--- config.mk ---
export PLATFORM = sky130hd
export DESIGN_NAME = timer16_interval_ppg_capture
export DESIGN_NICKNAME = d
export VERILOG_FILES = /design/src/common/timer16_pkg.sv /design/src/hdl/timer16_tick_filter.sv /design/src/hdl/timer16_interval_ppg_capture.sv
export SDC_FILE = /design/constraint.sdc
export NUM_CORES = 1
export LEC_CHECK = 0
export ABC_AREA = 1
export BUFFER_PORTS_ARGS = -buffer_cell sky130_fd_sc_hd__buf_4
export CAP_MARGIN = 15
export CORE_MARGIN = 5
export CORE_UTILIZATION = 29
export DETAILED_ROUTE_END_ITERATION = 7
export GPL_ROUTABILITY_DRIVEN = 0
export PLACE_DENSITY_LB_ADDON = 0.2
export SLEW_MARGIN = 20
export SYNTH_ARGS = -nofsm -noshare
export SYNTH_HDL_FRONTEND = slang
export SYNTH_SLANG_ARGS = --single-unit
--- constraint.sdc ---
create_clock -name clk -period 8.2 [get_ports clk]
set_input_delay 0.41 -clock clk [delete_from_list [all_inputs] [get_ports clk]]
set_output_delay 0.41 -clock clk [all_outputs]
set_load 0.005 [all_outputs]
--- src/common/timer16_pkg.sv ---
/*
 * Shared constants and carriers for the 16-bit interval / pulse / capture
 * timer: register byte offsets, field positions, mode and clock codes,
 * divider sizes and the Avalon-MM request and answer structs.
 * Assumes a 32-bit Avalon-MM slave port with byte addresses.
 */
package timer16_pkg;

   // Register byte offsets, one aligned word each
   localparam logic [5:0] OFS_MODE     = 6'h00;
   localparam logic [5:0] OFS_CAPCOMP  = 6'h04;
   localparam logic [5:0] OFS_PCMP     = 6'h08;
   localparam logic [5:0] OFS_SCMP     = 6'h0c;
   localparam logic [5:0] OFS_PRESCALE = 6'h10;
   localparam logic [5:0] OFS_OUTCTRL  = 6'h14;
   localparam logic [5:0] OFS_COUNT    = 6'h18;
   localparam logic [5:0] OFS_CAPTURE  = 6'h1c;
   localparam logic [5:0] OFS_STATUS   = 6'h20;

   // Field positions
   localparam int PRS_CLK_LO  = 0;  // Count clock select, 2 bits
   localparam int PRS_EDGE_LO = 4;  // Primary edge select, 2 bits
   localparam int OUT_EN      = 0;  // Timer output enable
   localparam int OUT_PINV    = 1;  // Invert on primary match
   localparam int OUT_INIT    = 2;  // Level held while stopped
   localparam int OUT_SINV    = 4;  // Invert on secondary match
   localparam int ST_PMATCH   = 0;
   localparam int ST_SMATCH   = 1;
   localparam int ST_CAP      = 2;
   localparam int ST_OVF      = 3;

   // Reset values
   localparam logic [31:0] RST_WORD  = 32'h0000_0000;
   localparam logic [15:0] RST_COUNT = 16'h0000;

   // Divider sizes of the two prescaled count clocks
   localparam int DIV_A_LOG2 = 4;
   localparam int DIV_B_LOG2 = 6;

   // Edge select codes; 2'b10 is prohibited
   localparam logic [1:0] EDGE_FALL = 2'h0;
   localparam logic [1:0] EDGE_RISE = 2'h1;
   localparam logic [1:0] EDGE_BOTH = 2'h3;

   typedef enum logic [1:0] {MODE_STOP, MODE_INTERVAL, MODE_FREE, MODE_RESTART} mode_t;
   typedef enum logic [1:0] {CLK_FULL, CLK_DIV_A, CLK_DIV_B, CLK_EDGE} clk_sel_t;

   typedef struct packed {
      logic        read;
      logic        write;
      logic [5:0]  address;
      logic [31:0] writedata;
      logic [3:0]  byteenable;
   } avmm_req_t;

   typedef struct packed {
      logic        waitrequest;
      logic [31:0] readdata;
   } avmm_rsp_t;

endpackage

--- src/hdl/timer16_tick_filter.sv ---
/*
 * Count clock prescaler and capture pin filter. Produces a one-cycle tick
 * per count clock and a one-cycle valid-edge pulse aligned with it.
 * Assumes the pin is already synchronous to clk.
 */
`timescale 1ns/1ps
module timer16_tick_filter #(
   parameter int DIV_A_LOG2 = timer16_pkg::DIV_A_LOG2,
   parameter int DIV_B_LOG2 = timer16_pkg::DIV_B_LOG2
) (
   // Clock and reset
   input  wire logic       clk,
   input  wire logic       reset,
   // Control
   input  wire logic       run,
   input  wire logic [1:0] clk_sel,
   input  wire logic [1:0] edge_sel,
   // Capture pin
   input  wire logic       pin,
   // Tick and filtered edge
   output logic            tick,
   output logic            edge_hit
);

   if (DIV_A_LOG2 < 1 || DIV_A_LOG2 >= DIV_B_LOG2) begin : g_bad_div
      $error("Divider sizes must satisfy 1 <= A < B");
   end

   logic [DIV_B_LOG2-1:0] div_reg, div_next;
   logic [1:0]            smp_reg, smp_next;
   logic                  level_reg, level_next;
   logic                  tick_next, hit_next;
   logic                  strobe, change, edge_ok;

   // Prescaler, two-sample filter and edge qualification
   always_comb begin
      div_next = run ? div_reg + 1'b1 : '0;
      unique case (timer16_pkg::clk_sel_t'(clk_sel))
         timer16_pkg::CLK_FULL:  strobe = 1'b1;
         timer16_pkg::CLK_DIV_A: strobe = &div_reg[DIV_A_LOG2-1:0];
         timer16_pkg::CLK_DIV_B: strobe = &div_reg;
         timer16_pkg::CLK_EDGE:  strobe = 1'b1;  // Event count samples every clk
      endcase
      smp_next = strobe ? {smp_reg[0], pin} : smp_reg;
      change   = strobe && (smp_next[1] == smp_next[0]) && (smp_next[0] != level_reg);
      unique case (edge_sel)
         timer16_pkg::EDGE_FALL: edge_ok = !smp_next[0];
         timer16_pkg::EDGE_RISE: edge_ok = smp_next[0];
         timer16_pkg::EDGE_BOTH: edge_ok = 1'b1;
         default:                edge_ok = 1'b0;  // Prohibited code never fires
      endcase
      level_next = change ? smp_next[0] : level_reg;
      // While stopped, track the pin so a restart sees no stale edge
      if (!run) begin
         smp_next   = {pin, pin};
         level_next = pin;
      end
      hit_next  = run && change && edge_ok;
      tick_next = run && ((clk_sel == timer16_pkg::CLK_EDGE) ? hit_next : strobe);
   end

   // State registers
   always_ff @(posedge clk or posedge reset) begin
      if (reset) begin
         div_reg   <= '0;
         smp_reg   <= 2'h0;
         level_reg <= 1'b0;
         tick      <= 1'b0;
         edge_hit  <= 1'b0;
      end else begin
         div_reg   <= div_next;
         smp_reg   <= smp_next;
         level_reg <= level_next;
         tick      <= tick_next;
         edge_hit  <= hit_next;
      end
   end
endmodule // timer16_tick_filter

--- src/hdl/timer16_interval_ppg_capture.sv ---
/*
 * 16-bit timer: interval timer, pulse output and pulse-width capture,
 * with an Avalon-MM register slave (one wait state per access).
 * Assumes pins synchronous to clk and a master that holds its request
 * until waitrequest is sampled low.
 */
// The implementer's own choices: register access over Avalon-MM and the address map.
`timescale 1ns/1ps
module timer16_interval_ppg_capture #(
   parameter int INSTANCE   = 0,
   parameter int DIV_A_LOG2 = timer16_pkg::DIV_A_LOG2,
   parameter int DIV_B_LOG2 = timer16_pkg::DIV_B_LOG2
) (
   // Clock and reset
   input  wire logic                   clk,
   input  wire logic                   reset,
   // Avalon-MM slave
   input  wire timer16_pkg::avmm_req_t bus_req,
   output timer16_pkg::avmm_rsp_t      bus_rsp,
   // Timer pins
   input  wire logic                   capture_in_primary,
   output logic                        timer_out_pin,
   // Interrupt request pulses
   output logic                        primary_match_irq,
   output logic                        secondary_match_irq,
   output logic                        capture_irq
);

   if (INSTANCE < 0 || INSTANCE > 1) begin : g_bad_inst
      $error("INSTANCE must be 0 or 1");
   end

   localparam bit CAN_CAPTURE = (INSTANCE == 0);

   timer16_pkg::mode_t mode_reg, mode_next;
   logic [2:0]  capcomp_ctrl, capcomp_next;
   logic [15:0] primary_compare_reg, pcmp_next;
   logic [15:0] secondary_compare_reg, scmp_next;
   logic [7:0]  prescaler_mode_reg, prs_next;
   logic [7:0]  output_ctrl_reg, outc_next;
   logic [15:0] up_counter, count_next;
   logic [15:0] capture_reg_secondary, cap_next;
   logic [3:0]  status_reg, status_next, status_set, status_clr;
   logic        level_reg, level_next;
   logic        pin_next;
   logic [2:0]  irq_next;
   logic        waitreq_reg, waitreq_next;
   logic [31:0] rdata_reg, rdata_next, wval;
   logic        wr_acc, tick, hit, pmatch, smatch, cap_ok;

   // Read view of one register; unmapped offsets read zero
   function automatic logic [31:0] reg_view(input logic [5:0] addr);
      unique case (addr)
         timer16_pkg::OFS_MODE:     reg_view = {30'h0, mode_reg};
         timer16_pkg::OFS_CAPCOMP:  reg_view = {29'h0, capcomp_ctrl};
         timer16_pkg::OFS_PCMP:     reg_view = {16'h0, primary_compare_reg};
         timer16_pkg::OFS_SCMP:     reg_view = {16'h0, secondary_compare_reg};
         timer16_pkg::OFS_PRESCALE: reg_view = {24'h0, prescaler_mode_reg};
         timer16_pkg::OFS_OUTCTRL:  reg_view = {24'h0, output_ctrl_reg};
         timer16_pkg::OFS_COUNT:    reg_view = {16'h0, up_counter};
         timer16_pkg::OFS_CAPTURE:  reg_view = {16'h0, capture_reg_secondary};
         timer16_pkg::OFS_STATUS:   reg_view = {28'h0, status_reg};
         default:                   reg_view = timer16_pkg::RST_WORD;
      endcase
   endfunction

   // Byte-lane merge of write data over the current value
   function automatic logic [31:0] lane_merge(input logic [31:0] old,
                                              input logic [31:0] data,
                                              input logic [3:0]  be);
      for (int i = 0; i < 4; i++) begin
         lane_merge[8*i +: 8] = be[i] ? data[8*i +: 8] : old[8*i +: 8];
      end
   endfunction

   timer16_tick_filter #(
      .DIV_A_LOG2 (DIV_A_LOG2),
      .DIV_B_LOG2 (DIV_B_LOG2)
   ) u_tick (
      .clk      (clk),
      .reset    (reset),
      .run      (mode_reg != timer16_pkg::MODE_STOP),
      .clk_sel  (prescaler_mode_reg[timer16_pkg::PRS_CLK_LO +: 2]),
      .edge_sel (prescaler_mode_reg[timer16_pkg::PRS_EDGE_LO +: 2]),
      .pin      (capture_in_primary),
      .tick     (tick),
      .edge_hit (hit)
   );

   // Bus handshake: every access gets exactly one wait state
   always_comb begin
      wr_acc       = bus_req.write && !waitreq_reg;
      waitreq_next = !((bus_req.read || bus_req.write) && waitreq_reg);
      rdata_next   = reg_view(bus_req.address);
      wval         = lane_merge(reg_view(bus_req.address), bus_req.writedata,
                                bus_req.byteenable);
   end

   // Configuration registers written by software
   always_comb begin
      mode_next    = mode_reg;
      capcomp_next = capcomp_ctrl;
      pcmp_next    = primary_compare_reg;
      scmp_next    = secondary_compare_reg;
      prs_next     = prescaler_mode_reg;
      outc_next    = output_ctrl_reg;
      if (wr_acc) begin
         unique case (bus_req.address)
            timer16_pkg::OFS_MODE:     mode_next    = timer16_pkg::mode_t'(wval[1:0]);
            timer16_pkg::OFS_CAPCOMP:  capcomp_next = wval[2:0];
            timer16_pkg::OFS_PCMP:     pcmp_next    = wval[15:0];
            timer16_pkg::OFS_SCMP:     scmp_next    = wval[15:0];
            timer16_pkg::OFS_PRESCALE: prs_next     = wval[7:0];
            timer16_pkg::OFS_OUTCTRL:  outc_next    = wval[7:0];
            default:                   mode_next    = mode_reg;  // Read-only or unmapped
         endcase
      end
   end

   // Counter, capture, output level and event flags
   always_comb begin
      pmatch     = (up_counter == primary_compare_reg);
      smatch     = (up_counter == secondary_compare_reg);
      cap_ok     = CAN_CAPTURE && hit && (mode_reg == timer16_pkg::MODE_FREE ||
                                          mode_reg == timer16_pkg::MODE_RESTART);
      count_next = up_counter;
      cap_next   = capture_reg_secondary;
      level_next = level_reg;
      status_set = 4'h0;
      irq_next   = 3'h0;
      if (mode_reg == timer16_pkg::MODE_STOP) begin
         count_next = timer16_pkg::RST_COUNT;
         level_next = output_ctrl_reg[timer16_pkg::OUT_INIT];
      end else if (tick) begin
         count_next = up_counter + 16'h0001;
         if (mode_reg == timer16_pkg::MODE_INTERVAL && pmatch) begin
            count_next = timer16_pkg::RST_COUNT;
         end
         if (pmatch) begin
            irq_next[0]                      = 1'b1;
            status_set[timer16_pkg::ST_PMATCH] = 1'b1;
         end
         if (pmatch && output_ctrl_reg[timer16_pkg::OUT_PINV]) begin
            level_next = !level_reg;
         end
         if (smatch) begin
            irq_next[1]                      = 1'b1;
            status_set[timer16_pkg::ST_SMATCH] = 1'b1;
            if (output_ctrl_reg[timer16_pkg::OUT_SINV]) begin
               level_next = !level_next;
            end
         end
         if (mode_reg != timer16_pkg::MODE_INTERVAL && up_counter == 16'hffff) begin
            status_set[timer16_pkg::ST_OVF] = 1'b1;
         end
         if (cap_ok) begin
            cap_next                       = up_counter;
            irq_next[2]                    = 1'b1;
            status_set[timer16_pkg::ST_CAP] = 1'b1;
            if (mode_reg == timer16_pkg::MODE_RESTART) begin
               count_next = timer16_pkg::RST_COUNT;
            end
         end
      end
      // Write one to clear; a set in the same cycle wins
      status_clr  = (wr_acc && bus_req.address == timer16_pkg::OFS_STATUS &&
                     bus_req.byteenable[0]) ? bus_req.writedata[3:0] : 4'h0;
      status_next = (status_reg & ~status_clr) | status_set;
      pin_next    = output_ctrl_reg[timer16_pkg::OUT_EN] && level_next;
   end

   // Bus answer registers
   always_ff @(posedge clk or posedge reset) begin
      if (reset) begin
         waitreq_reg <= 1'b1;
         rdata_reg   <= timer16_pkg::RST_WORD;
      end else begin
         waitreq_reg <= waitreq_next;
         rdata_reg   <= rdata_next;
      end
   end

   // Configuration registers
   always_ff @(posedge clk or posedge reset) begin
      if (reset) begin
         mode_reg              <= timer16_pkg::MODE_STOP;
         capcomp_ctrl          <= 3'h0;
         primary_compare_reg   <= timer16_pkg::RST_COUNT;
         secondary_compare_reg <= timer16_pkg::RST_COUNT;
         prescaler_mode_reg    <= 8'h00;
         output_ctrl_reg       <= 8'h00;
      end else begin
         mode_reg              <= mode_next;
         capcomp_ctrl          <= capcomp_next;
         primary_compare_reg   <= pcmp_next;
         secondary_compare_reg <= scmp_next;
         prescaler_mode_reg    <= prs_next;
         output_ctrl_reg       <= outc_next;
      end
   end

   // Counting state and pin outputs
   always_ff @(posedge clk or posedge reset) begin
      if (reset) begin
         up_counter            <= timer16_pkg::RST_COUNT;
         capture_reg_secondary <= timer16_pkg::RST_COUNT;
         status_reg            <= 4'h0;
         level_reg             <= 1'b0;
         timer_out_pin         <= 1'b0;
         primary_match_irq     <= 1'b0;
         secondary_match_irq   <= 1'b0;
         capture_irq           <= 1'b0;
      end else begin
         up_counter            <= count_next;
         capture_reg_secondary <= cap_next;
         status_reg            <= status_next;
         level_reg             <= level_next;
         timer_out_pin         <= pin_next;
         primary_match_irq     <= irq_next[0];
         secondary_match_irq   <= irq_next[1];
         capture_irq           <= irq_next[2];
      end
   end

   assign bus_rsp.waitrequest = waitreq_reg;
   assign bus_rsp.readdata    = rdata_reg;
endmodule // timer16_interval_ppg_capture

# Yosys cells after proc, flatten, opt, wreduce, memory -nomap -nowiden
# Cells that the tools add are included.
[word_totals] reg_bits=138
[classes] add_sub_neg=2 eq_ne=23 n_mux=33 bitwise_logic=4 n_reduce_logical=37
[ops] cell="16-bit one-hot mux with 9 select lines" n=1
[ops] cell="16-bit 2-to-1 mux" n=5
[ops] cell="16-bit one-hot mux with 5 select lines" n=1
[ops] cell="16-bit == test" n=2
[ops] cell="6-bit by 5-bit == test with 1-bit output (second input constant)" n=4
[ops] cell="16-bit by 1-bit adder with 16-bit output (second input constant)" n=1
[ops] cell="16-bit == test (second input constant)" n=1
[ops] cell="8-bit 2-to-1 mux" n=2
[ops] cell="1-bit logical AND" n=14
[ops] cell="1-bit 2-to-1 mux" n=14
[ops] cell="6-bit by 4-bit == test with 1-bit output (second input constant)" n=2
[ops] cell="4-bit 2-to-1 mux" n=3
[ops] cell="2-bit AND reduction" n=6
[ops] cell="2-bit == test (second input constant)" n=5
[ops] cell="6-bit by 1-bit adder with 6-bit output (second input constant)" n=1
[ops] cell="2-bit by 1-bit == test with 1-bit output (second input constant)" n=3
[ops] cell="6-bit by 3-bit == test with 1-bit output (second input constant)" n=1
[ops] cell="6-bit == test (second input constant)" n=1
[ops] cell="2-bit zero test" n=3
[ops] cell="6-bit zero test" n=1
[ops] cell="3-bit 2-to-1 mux" n=2
[ops] cell="6-bit 2-to-1 mux" n=1
[ops] cell="1-bit one-hot mux with 3 select lines" n=2
[ops] cell="6-bit AND reduction" n=1
[ops] cell="15 further kinds" n=22

# Depth between registers and ports, before layout
# Gate-level depths: netlist (run 1).
[depth] word_depth=11 mapped_depth=13

# By module
# A second synthesis (run 1) with hierarchy kept.
[hier_totals] hier_cells=838 hier_area_um2=6384.9
[by_module_without_submodules] mod="timer16_interval_ppg_capture" n_inst=1 cells_per_inst=770 area_each_um2=5809.3 seq_area_each_um2=2778.9
[by_module_without_submodules] mod="timer16_tick_filter" n_inst=1 cells_per_inst=68 area_each_um2=575.6 seq_area_each_um2=250.2

# Worst setup path before layout (run 1)
# Ideal clock, no wire load.
[synth_path] kind="register to register" start="register up_counter[0]" end="register up_counter[8]" setup_ps=120 t_arrival_ps=1442 required_time_ps=8080 setup_slack_ps=6638 path_stages_with_launch=12 period_less_slack_ps=1562 path_cell_list="dfrtp_1 -> ha_1 -> nand2_1 -> nor2_1 -> inv_1 -> nor2_1 -> inv_1 -> nor3_2 -> inv_1 -> nor2_1 -> xor2_1 -> nor2_2"
[synth_via] elab_chain_cells=7
[synth_lines] element="from (decl)" line_no="timer16_interval_ppg_capture.sv:41" rtl="logic [15:0] up_counter, count_next;"
[synth_lines] element="from (signal assigned)" line_no="timer16_interval_ppg_capture.sv:205" rtl="up_counter <= timer16_pkg::RST_COUNT;"
[synth_lines] element="from (signal assigned)" line_no="timer16_interval_ppg_capture.sv:214" rtl="up_counter <= count_next;"
[synth_lines] element="branches (longest 2 deep; another with 16-bit by 1-bit adder with 16-bit output)"
[synth_lines] element="16-bit 2-to-1 mux *" line_no="timer16_interval_ppg_capture.sv:136" rtl="if (mode_reg == timer16_pkg::MODE_INTERVAL && pmatch) begin"
[synth_lines] element="16-bit 2-to-1 mux" line_no="timer16_interval_ppg_capture.sv:160" rtl="if (mode_reg == timer16_pkg::MODE_RESTART) begin"
[synth_lines] element="16-bit 2-to-1 mux *" line_no="timer16_interval_ppg_capture.sv:156" rtl="if (cap_ok) begin"
[synth_lines] element="16-bit 2-to-1 mux *" line_no="timer16_interval_ppg_capture.sv:134" rtl="end else if (tick) begin"
[synth_lines] element="16-bit 2-to-1 mux *" line_no="timer16_interval_ppg_capture.sv:131" rtl="if (mode_reg == timer16_pkg::MODE_STOP) begin"
# Mark *: on every way between the ends. The select of a mux whose other input is x is not followed.
# A chain may end at the register's enable or synchronous reset.

# Final worst setup path (run 1)
[layout_path] start="input bus_req[41] (netlist bit)" end="register output_ctrl_reg[5]"
[layout_via] elab_chain_cells=3
[layout_lines] element="from (decl)" line_no="timer16_interval_ppg_capture.sv:18" rtl="input wire timer16_pkg::avmm_req_t bus_req,"
[layout_lines] element="6-bit by 5-bit == test with 1-bit output (tied with other cells)" line_no="timer16_interval_ppg_capture.sv:53, timer16_interval_ppg_capture.sv:108"
[layout_lines] element="16-bit one-hot mux with 5 select lines" line_no="timer16_interval_ppg_capture.sv:53" rtl="unique case (addr)"
[layout_lines] element="8-bit 2-to-1 mux" line_no="timer16_interval_ppg_capture.sv:72" rtl="lane_merge[8*i +: 8] = be[i] ? data[8*i +: 8] : old[8*i +: 8];"
[layout_lines] element="to (signal assigned)" line_no="timer16_interval_ppg_capture.sv:198" rtl="output_ctrl_reg <= outc_next;"
[layout_lines] element="to (decl)" line_no="timer16_interval_ppg_capture.sv:40" rtl="logic [7:0] output_ctrl_reg, outc_next;"
# Parallel ways exist; a longest one is shown, timed or not.

==> metrics.cfg, run 1 <==
[die]
boundaryPins = 84
die_h_um = 159
number_of_standard_cell_rows_in_the_floorplan = 54
chipWidth_um = 159
initial_utilization = 0.294
dieArea_um2 = 25200
design.core.area_um2 = 21800

[sta]
setup_ws_ns = 5.89
min_period_over_period = 0.282
final.setup.tns_ns = 0
clock_tree_skew_after_final_layout_ns = 0.00827
grt_setup_unrepaired = false
timing.final.setup_violations = 0
slew_of_the_pin_with_the_lowest_slew_margin_ns = 1.04
maxSlewViolCount = 0
timing.final.hold_violations = 0
slew_headroom = 0.303
period_minus_slack_ns = 2.31
achievable_frequency_ghz = 0.432
hold_slack_ns = 0.132

[final_layout]
instances_no_fill = 1164
flow.area_growth_from_synthesis_pct = 19.2
multi_input_comb_area_um2 = 2780
final_net_count = 923
filler_cell_count = 2311
seqCellArea_um2 = 3030
diode_insertion_count_for_antenna_repair = 0
layout-drive-gt1-share = 0.167

[detailed_routing]
route.final.wire_length_um = 17100
route.detailed.drc = 0
detailedRoute.firstPassIterationCount = 5
num_vias = 5249
viasPerCell = 4.51
drt-wirelength-per-cell_um = 14.7
detail-route-antenna-nets = 0
number_of_violations_reported_at_the_end_of_detailed_routing_iteration_0 = 271

[global_routing]
grt_pass1_vias = 5191
global_route.overflow_total = 0
gr-usage-all-layers = 0.140
antenna_found_initial = 0
grt_first_pass_wirelength_um = 28400
pin_count_of_the_biggest_net_entering_global_routing = 62

[run_status]
outcome = finished, final reports clean

[setup_path]
worst-endpoint-required_ns = 8.53
cp-startpoint = bus_req[41]
crit_path_top_delay_cell = sky130_fd_sc_hd__nand4_1
crit_path_cell_trace = buf_4 > nor2_2 > nand4_1 > o22ai_1 > nor2_1 > o21ai_0 > inv_1 > o21ai_2 > nand2_1 > o21ai_0
crit_top_cell = sky130_fd_sc_hd__o21ai_0
timing.critical_path.from_type = input pin
critical_path_max_stage_delay_ns = 0.70
timing.critical_path.fanout_max = 13
worst-r2r-cell-count = 4
type_of_the_setup_path_with_the_least_slack = in -> reg
worstReg2RegStart = waitreq_reg
rr_endpoint = output_ctrl_reg[2]
arrival_ns = 2.65
crit_path_end = output_ctrl_reg[5]
worstSetupEndpointType = register
rrSetupSlack_ns = 6.17

[worst_hold_path]
min-delay-start = bus_req[43]
hold_path_class = in -> reg

[pwr]
power.clock.fraction = 0.427
p_seq_frac = 0.396
p_sw_uw = 562
intPower_uw = 1350
power.static_leakage_uw = 0.00357
vdd_ir_drop_max_mv = 0.143
power_switching_share = 0.294
power.combinational.fraction = 0.177
powerDensity_nw_per_um2 = 250

[placed_design]
pre_cts_ws_ns = 5.44
dpl.cell_count = 1132
port_buffers = 49
hpwl_dp_um = 12400

[clocking]
clkTransAtPathRegs_ns = 0.06
cts_resized = 0
root_driver = sky130_fd_sc_hd__clkbuf_16
clk-insertion-delay-late_ns = 0.42
clockBufferDepth = 2
cts_htree_levels = 4
clock-sinks = 121
ctsHoldBuffers = 0
setup_bufs_post_cts = 0
cts_tree = yes
cts_made_buffers = 17

[logic_synthesis]
synth_common_cells = sky130_fd_sc_hd__nand2_1, sky130_fd_sc_hd__dfrtp_1, sky130_fd_sc_hd__inv_1, sky130_fd_sc_hd__o21ai_0, sky130_fd_sc_hd__nor2_1
synth.top_cell.area_share = 0.468
yosysTopAreaCell = sky130_fd_sc_hd__dfrtp_1
syn_area_um2 = 6420
synth_most_common_cell = sky130_fd_sc_hd__nand2_1
synth_top_flop_cell = sky130_fd_sc_hd__dfrtp_1
cell_variety_after_synth = 44
postSynthRegisterBits = 121
largest_cells_by_area_after_synthesis = sky130_fd_sc_hd__dfrtp_1, sky130_fd_sc_hd__nand2_1, sky130_fd_sc_hd__o21ai_0
edff_count_synth = 0
synth_async_sr_flop_share = 1.00
syn_avg_cell_area_um2 = 7.83
synth_cells = 820
ys_seq_area_frac = 0.472
yosys_warnings = 0

[run]
cap_violations = 0

[worst max-delay path, delay by kind of cell]
| kind | cells | cell delay (ns) |
|---|---|---|
| AND/OR/NAND/NOR | 4 | 1.04 |
| AO/OA/AOI/OAI | 4 | 0.97 |
| buffers and inverters | 2 | 0.23 |
[layout by cell type, fill, tap and decap left out, types with 16 or more instances in the layout]
| cell type | n |
|---|---|
| sky130_fd_sc_hd__clkbuf_16 | 17 |
| sky130_fd_sc_hd__nor2_1 | 58 |
| sky130_fd_sc_hd__inv_1 | 106 |
| sky130_fd_sc_hd__a21oi_1 | 18 |
| sky130_fd_sc_hd__buf_4 | 53 |
| sky130_fd_sc_hd__nand2_1 | 239 |
| sky130_fd_sc_hd__conb_1 | 16 |
| sky130_fd_sc_hd__dfrtp_1 | 120 |
| sky130_fd_sc_hd__o21ai_0 | 89 |
[power groups by stage]
stage | registers, µW | logic, µW | clock network (µW)
finish | 757 | 338 | 816
global route | 771 | 396 | 865
CTS | 758 | 344 | 835
detailed placement | 767 | 342 | 0
global placement | 767 | 339 | 0
floorplan | 750 | 258 | 0
[worst min path at each step]
stage,slack (ns),depth (start not counted),end
after floorplan,0.43,1,u_tick.div_reg[0]
after global placement,0.46,1,waitreq_reg
after detailed placement,0.46,1,waitreq_reg
after CTS,0.11,2,waitreq_reg
after global routing,0.14,2,waitreq_reg
final,0.13,2,waitreq_reg
[kinds of logic after synthesis]
family | Yosys count | share of synthesized area
AOI/OAI and AO/OA | 166 | 0.148
muxes | 3 | 0.00526
DFF | 121 | 0.472
buffers and inverters | 154 | 0.104
xor gates and xnor gates | 4 | 0.00546
other | 1 | 0.000584
adders and majority gates | 5 | 0.00974
and+or+nand+nor | 366 | 0.254
[stage by stage]
step / total power [µW] / cell area, µm² / util
2_1_floorplan: 1010 / 6480 / -
3_3_place_gp: 1110 / 7000 / 0.321
3_5_place_dp: 1110 / 7000 / 0.321
4_1_cts: 1940 / 7650 / 0.351
5_1_grt: 2030 / 7650 / 0.351
6_report: 1910 / 7650 / 0.351
[layout make-up]
class / count / area share
inverters: 118 / 0.0584
clock buffers: 22 / 0.0633
well taps: 280 / 0.0458
multi-input cells: 560 / 0.363
repair buffers: 53 / 0.0520
flip-flops and latches: 121 / 0.396
clock inverters: 10 / 0.0216
[metal layers]
metal	vias up	track usage	wire, µm	share of wire
met3	25	0.0360	663	0.039
met1	2438	0.193	8440	0.49
li1	2703	-	-	-
met2	83	0.212	7700	0.45
met4	0	0.0520	308	0.018
met5	-	0	0	0
(Power assumes the default switching activity.)
==> run 2: changes to the inputs <==
clock period = 2.33 ns   (was 8.2 ns; I/O delays follow)
==> run 2 against run 1 <==
- total power grew to 3.4 times the previous value
- design area is 1.5% higher
- clock-buffer cell count fell by 3
- utilization is 0.53 points higher
==> metrics.cfg, run 2 (synthesized netlist as in run 1, its figures left out) <==
[pwr]
vdd_ir_drop_max_mv = 0.416
power.static_leakage_uw = 0.00363
total_power_uw = 6530
powerDensity_nw_per_um2 = 841

[setup_path]
timing.critical_path.fanout_max = 13
rr_endpoint = up_counter[9]
worstSetupEndpointType = register
rrSetupSlack_ns = 0.46
worst-endpoint-required_ns = 2.62
worstReg2RegStart = up_counter[4]
type_of_the_setup_path_with_the_least_slack = reg -> reg
timing.critical_path.from_type = register
arrival_ns = 2.15
worst-r2r-cell-count = 10

[clocking]
clock-sinks = 121
clockBufferDepth = 2
cts_made_buffers = 17
cts_tree = yes
root_driver = sky130_fd_sc_hd__clkbuf_16
clkTransAtPathRegs_ns = 0.06
clk-insertion-delay-late_ns = 0.42
cts_resized = 0
cts_htree_levels = 4

[sta]
maxSlewViolCount = 0
slew_of_the_pin_with_the_lowest_slew_margin_ns = 0.710
final.setup.tns_ns = 0
timing.final.hold_violations = 0
achievable_frequency_ghz = 0.536
hold_slack_ns = 0.0499
min_period_over_period = 0.800
timing.final.setup_violations = 0
grt_setup_unrepaired = false
clock_tree_skew_after_final_layout_ns = 0.0146
period_minus_slack_ns = 1.87
slew_headroom = 0.527

[worst_hold_path]
min_path_cells = 4
end_point_of_the_most_critical_hold_path = primary_compare_reg[12]
hold_path_class = in -> reg
min-delay-start = bus_req[16]

[final_layout]
most-common-layout-cells = sky130_fd_sc_hd__nand2_1, sky130_fd_sc_hd__dfrtp_1, sky130_fd_sc_hd__inv_1
flow.area_growth_from_synthesis_pct = 21.0
final_net_count = 942
layout-drive-gt1-share = 0.181
instances_no_fill = 1183
layout.cells.most_common = sky130_fd_sc_hd__nand2_1
diode_insertion_count_for_antenna_repair = 0
finish.instance_area_um2 = 7770

[placed_design]
dpl.cell_count = 1146
port_buffers = 49
hpwl_dp_um = 12400
placement.cell_area_um2 = 7120

[run_status]
outcome = finished, final reports clean

[die]
chipWidth_um = 159
dieArea_um2 = 25200
die_h_um = 159
design.core.area_um2 = 21800
initial_utilization = 0.294
boundaryPins = 84
number_of_standard_cell_rows_in_the_floorplan = 54

[run]
cap_violations = 0

[detailed_routing]
detailedRoute.firstPassIterationCount = 5
viasPerCell = 4.48
drt-wirelength-per-cell_um = 14.4
num_vias = 5295
route.final.wire_length_um = 17100
number_of_violations_reported_at_the_end_of_detailed_routing_iteration_0 = 332
detail-route-antenna-nets = 0
route.detailed.drc = 0

[global_routing]
grt_pass1_vias = 5145
antenna_found_initial = 0
grt_first_pass_wirelength_um = 27900
gr-usage-all-layers = 0.137
pin_count_of_the_biggest_net_entering_global_routing = 122
global_route.overflow_total = 0

[run 2: cell types whose count changed in the layout (fill, tap and decap cells not counted), moves of 2 or more]
| cell | change |
|---|---|
| sky130_fd_sc_hd__clkinvlp_4 | +3 |
| sky130_fd_sc_hd__bufinv_16 | -2 |
| sky130_fd_sc_hd__inv_6 | +3 |
| sky130_fd_sc_hd__clkbuf_8 | -2 |
| sky130_fd_sc_hd__dlygate4sd3_1 | +5 |
| sky130_fd_sc_hd__buf_4 | +13 |
[run 2: metal layers]
metal / vias to the layer above / track usage / routed length, µm
met4: 0 / 0.0415 / 246
met1: 2466 / 0.191 / 8490
met2: 82 / 0.213 / 7700
met5: - / 0 / 0
met3: 14 / 0.0306 / 644
li1: 2733 / - / -
[run 2: repair_timing]
action	in CTS	in global routing
hold endpoints to repair	123	0
setup buffers	0	0
hold buffers	5	0
[run 2: worst max path at each step]
stage                     startpoint                  endpoint  depth (start not counted)  slack (ns)
2_1_floorplan                  reset           capcomp_ctrl[0]                          1        0.73
3_3_place_gp             bus_req[38]    primary_compare_reg[2]                         10        0.44
3_5_place_dp             bus_req[40]  secondary_compare_reg[2]                         11        0.40
4_1_cts               up_counter[10]             timer_out_pin                         12        0.40
5_1_grt        prescaler_mode_reg[0]          u_tick.level_reg                          9        0.25
6_report               up_counter[4]             up_counter[9]                         10        0.46
[run 2: report_power, final]
part | switching (µW) | internal [µW]
registers | 238 | 2420
clock network | 1020 | 1640
logic | 773 | 443
total | 2030 | 4500
[run 2: critical path, cell delays in order (launching register included)]
cell and delay, ns:
sky130_fd_sc_hd__dfrtp_1 0.45, sky130_fd_sc_hd__inv_2 0.14, sky130_fd_sc_hd__nand2_1 0.08, sky130_fd_sc_hd__nand2_1 0.04
sky130_fd_sc_hd__nor2_1 0.14, sky130_fd_sc_hd__nand2_1 0.11, sky130_fd_sc_hd__nor2_4 0.18, sky130_fd_sc_hd__nand4_4 0.11
sky130_fd_sc_hd__a31oi_4 0.14, sky130_fd_sc_hd__buf_4 0.27, sky130_fd_sc_hd__a211oi_1 0.07
[run 2: stage by stage]
| step | setup slack [ns] | utilization |
|---|---|---|
| floorplan | 0.731 | - |
| global placement | 0.436 | 0.326 |
| detailed placement | 0.396 | 0.326 |
| CTS | 0.404 | 0.356 |
| global route | 0.253 | 0.356 |
| finish | 0.465 | 0.356 |
[run 2: layout make-up]
cell class                      instances  area (µm²)
Inverter                              118         448
Multi-Input combinational cell        560        2780
Timing Repair Buffer                   72         566
Clock inverter                         13         143
Tap cell                              280         350
Clock buffer                           19         453
Sequential cell                       121        3030
Fill cell                            2309       14100
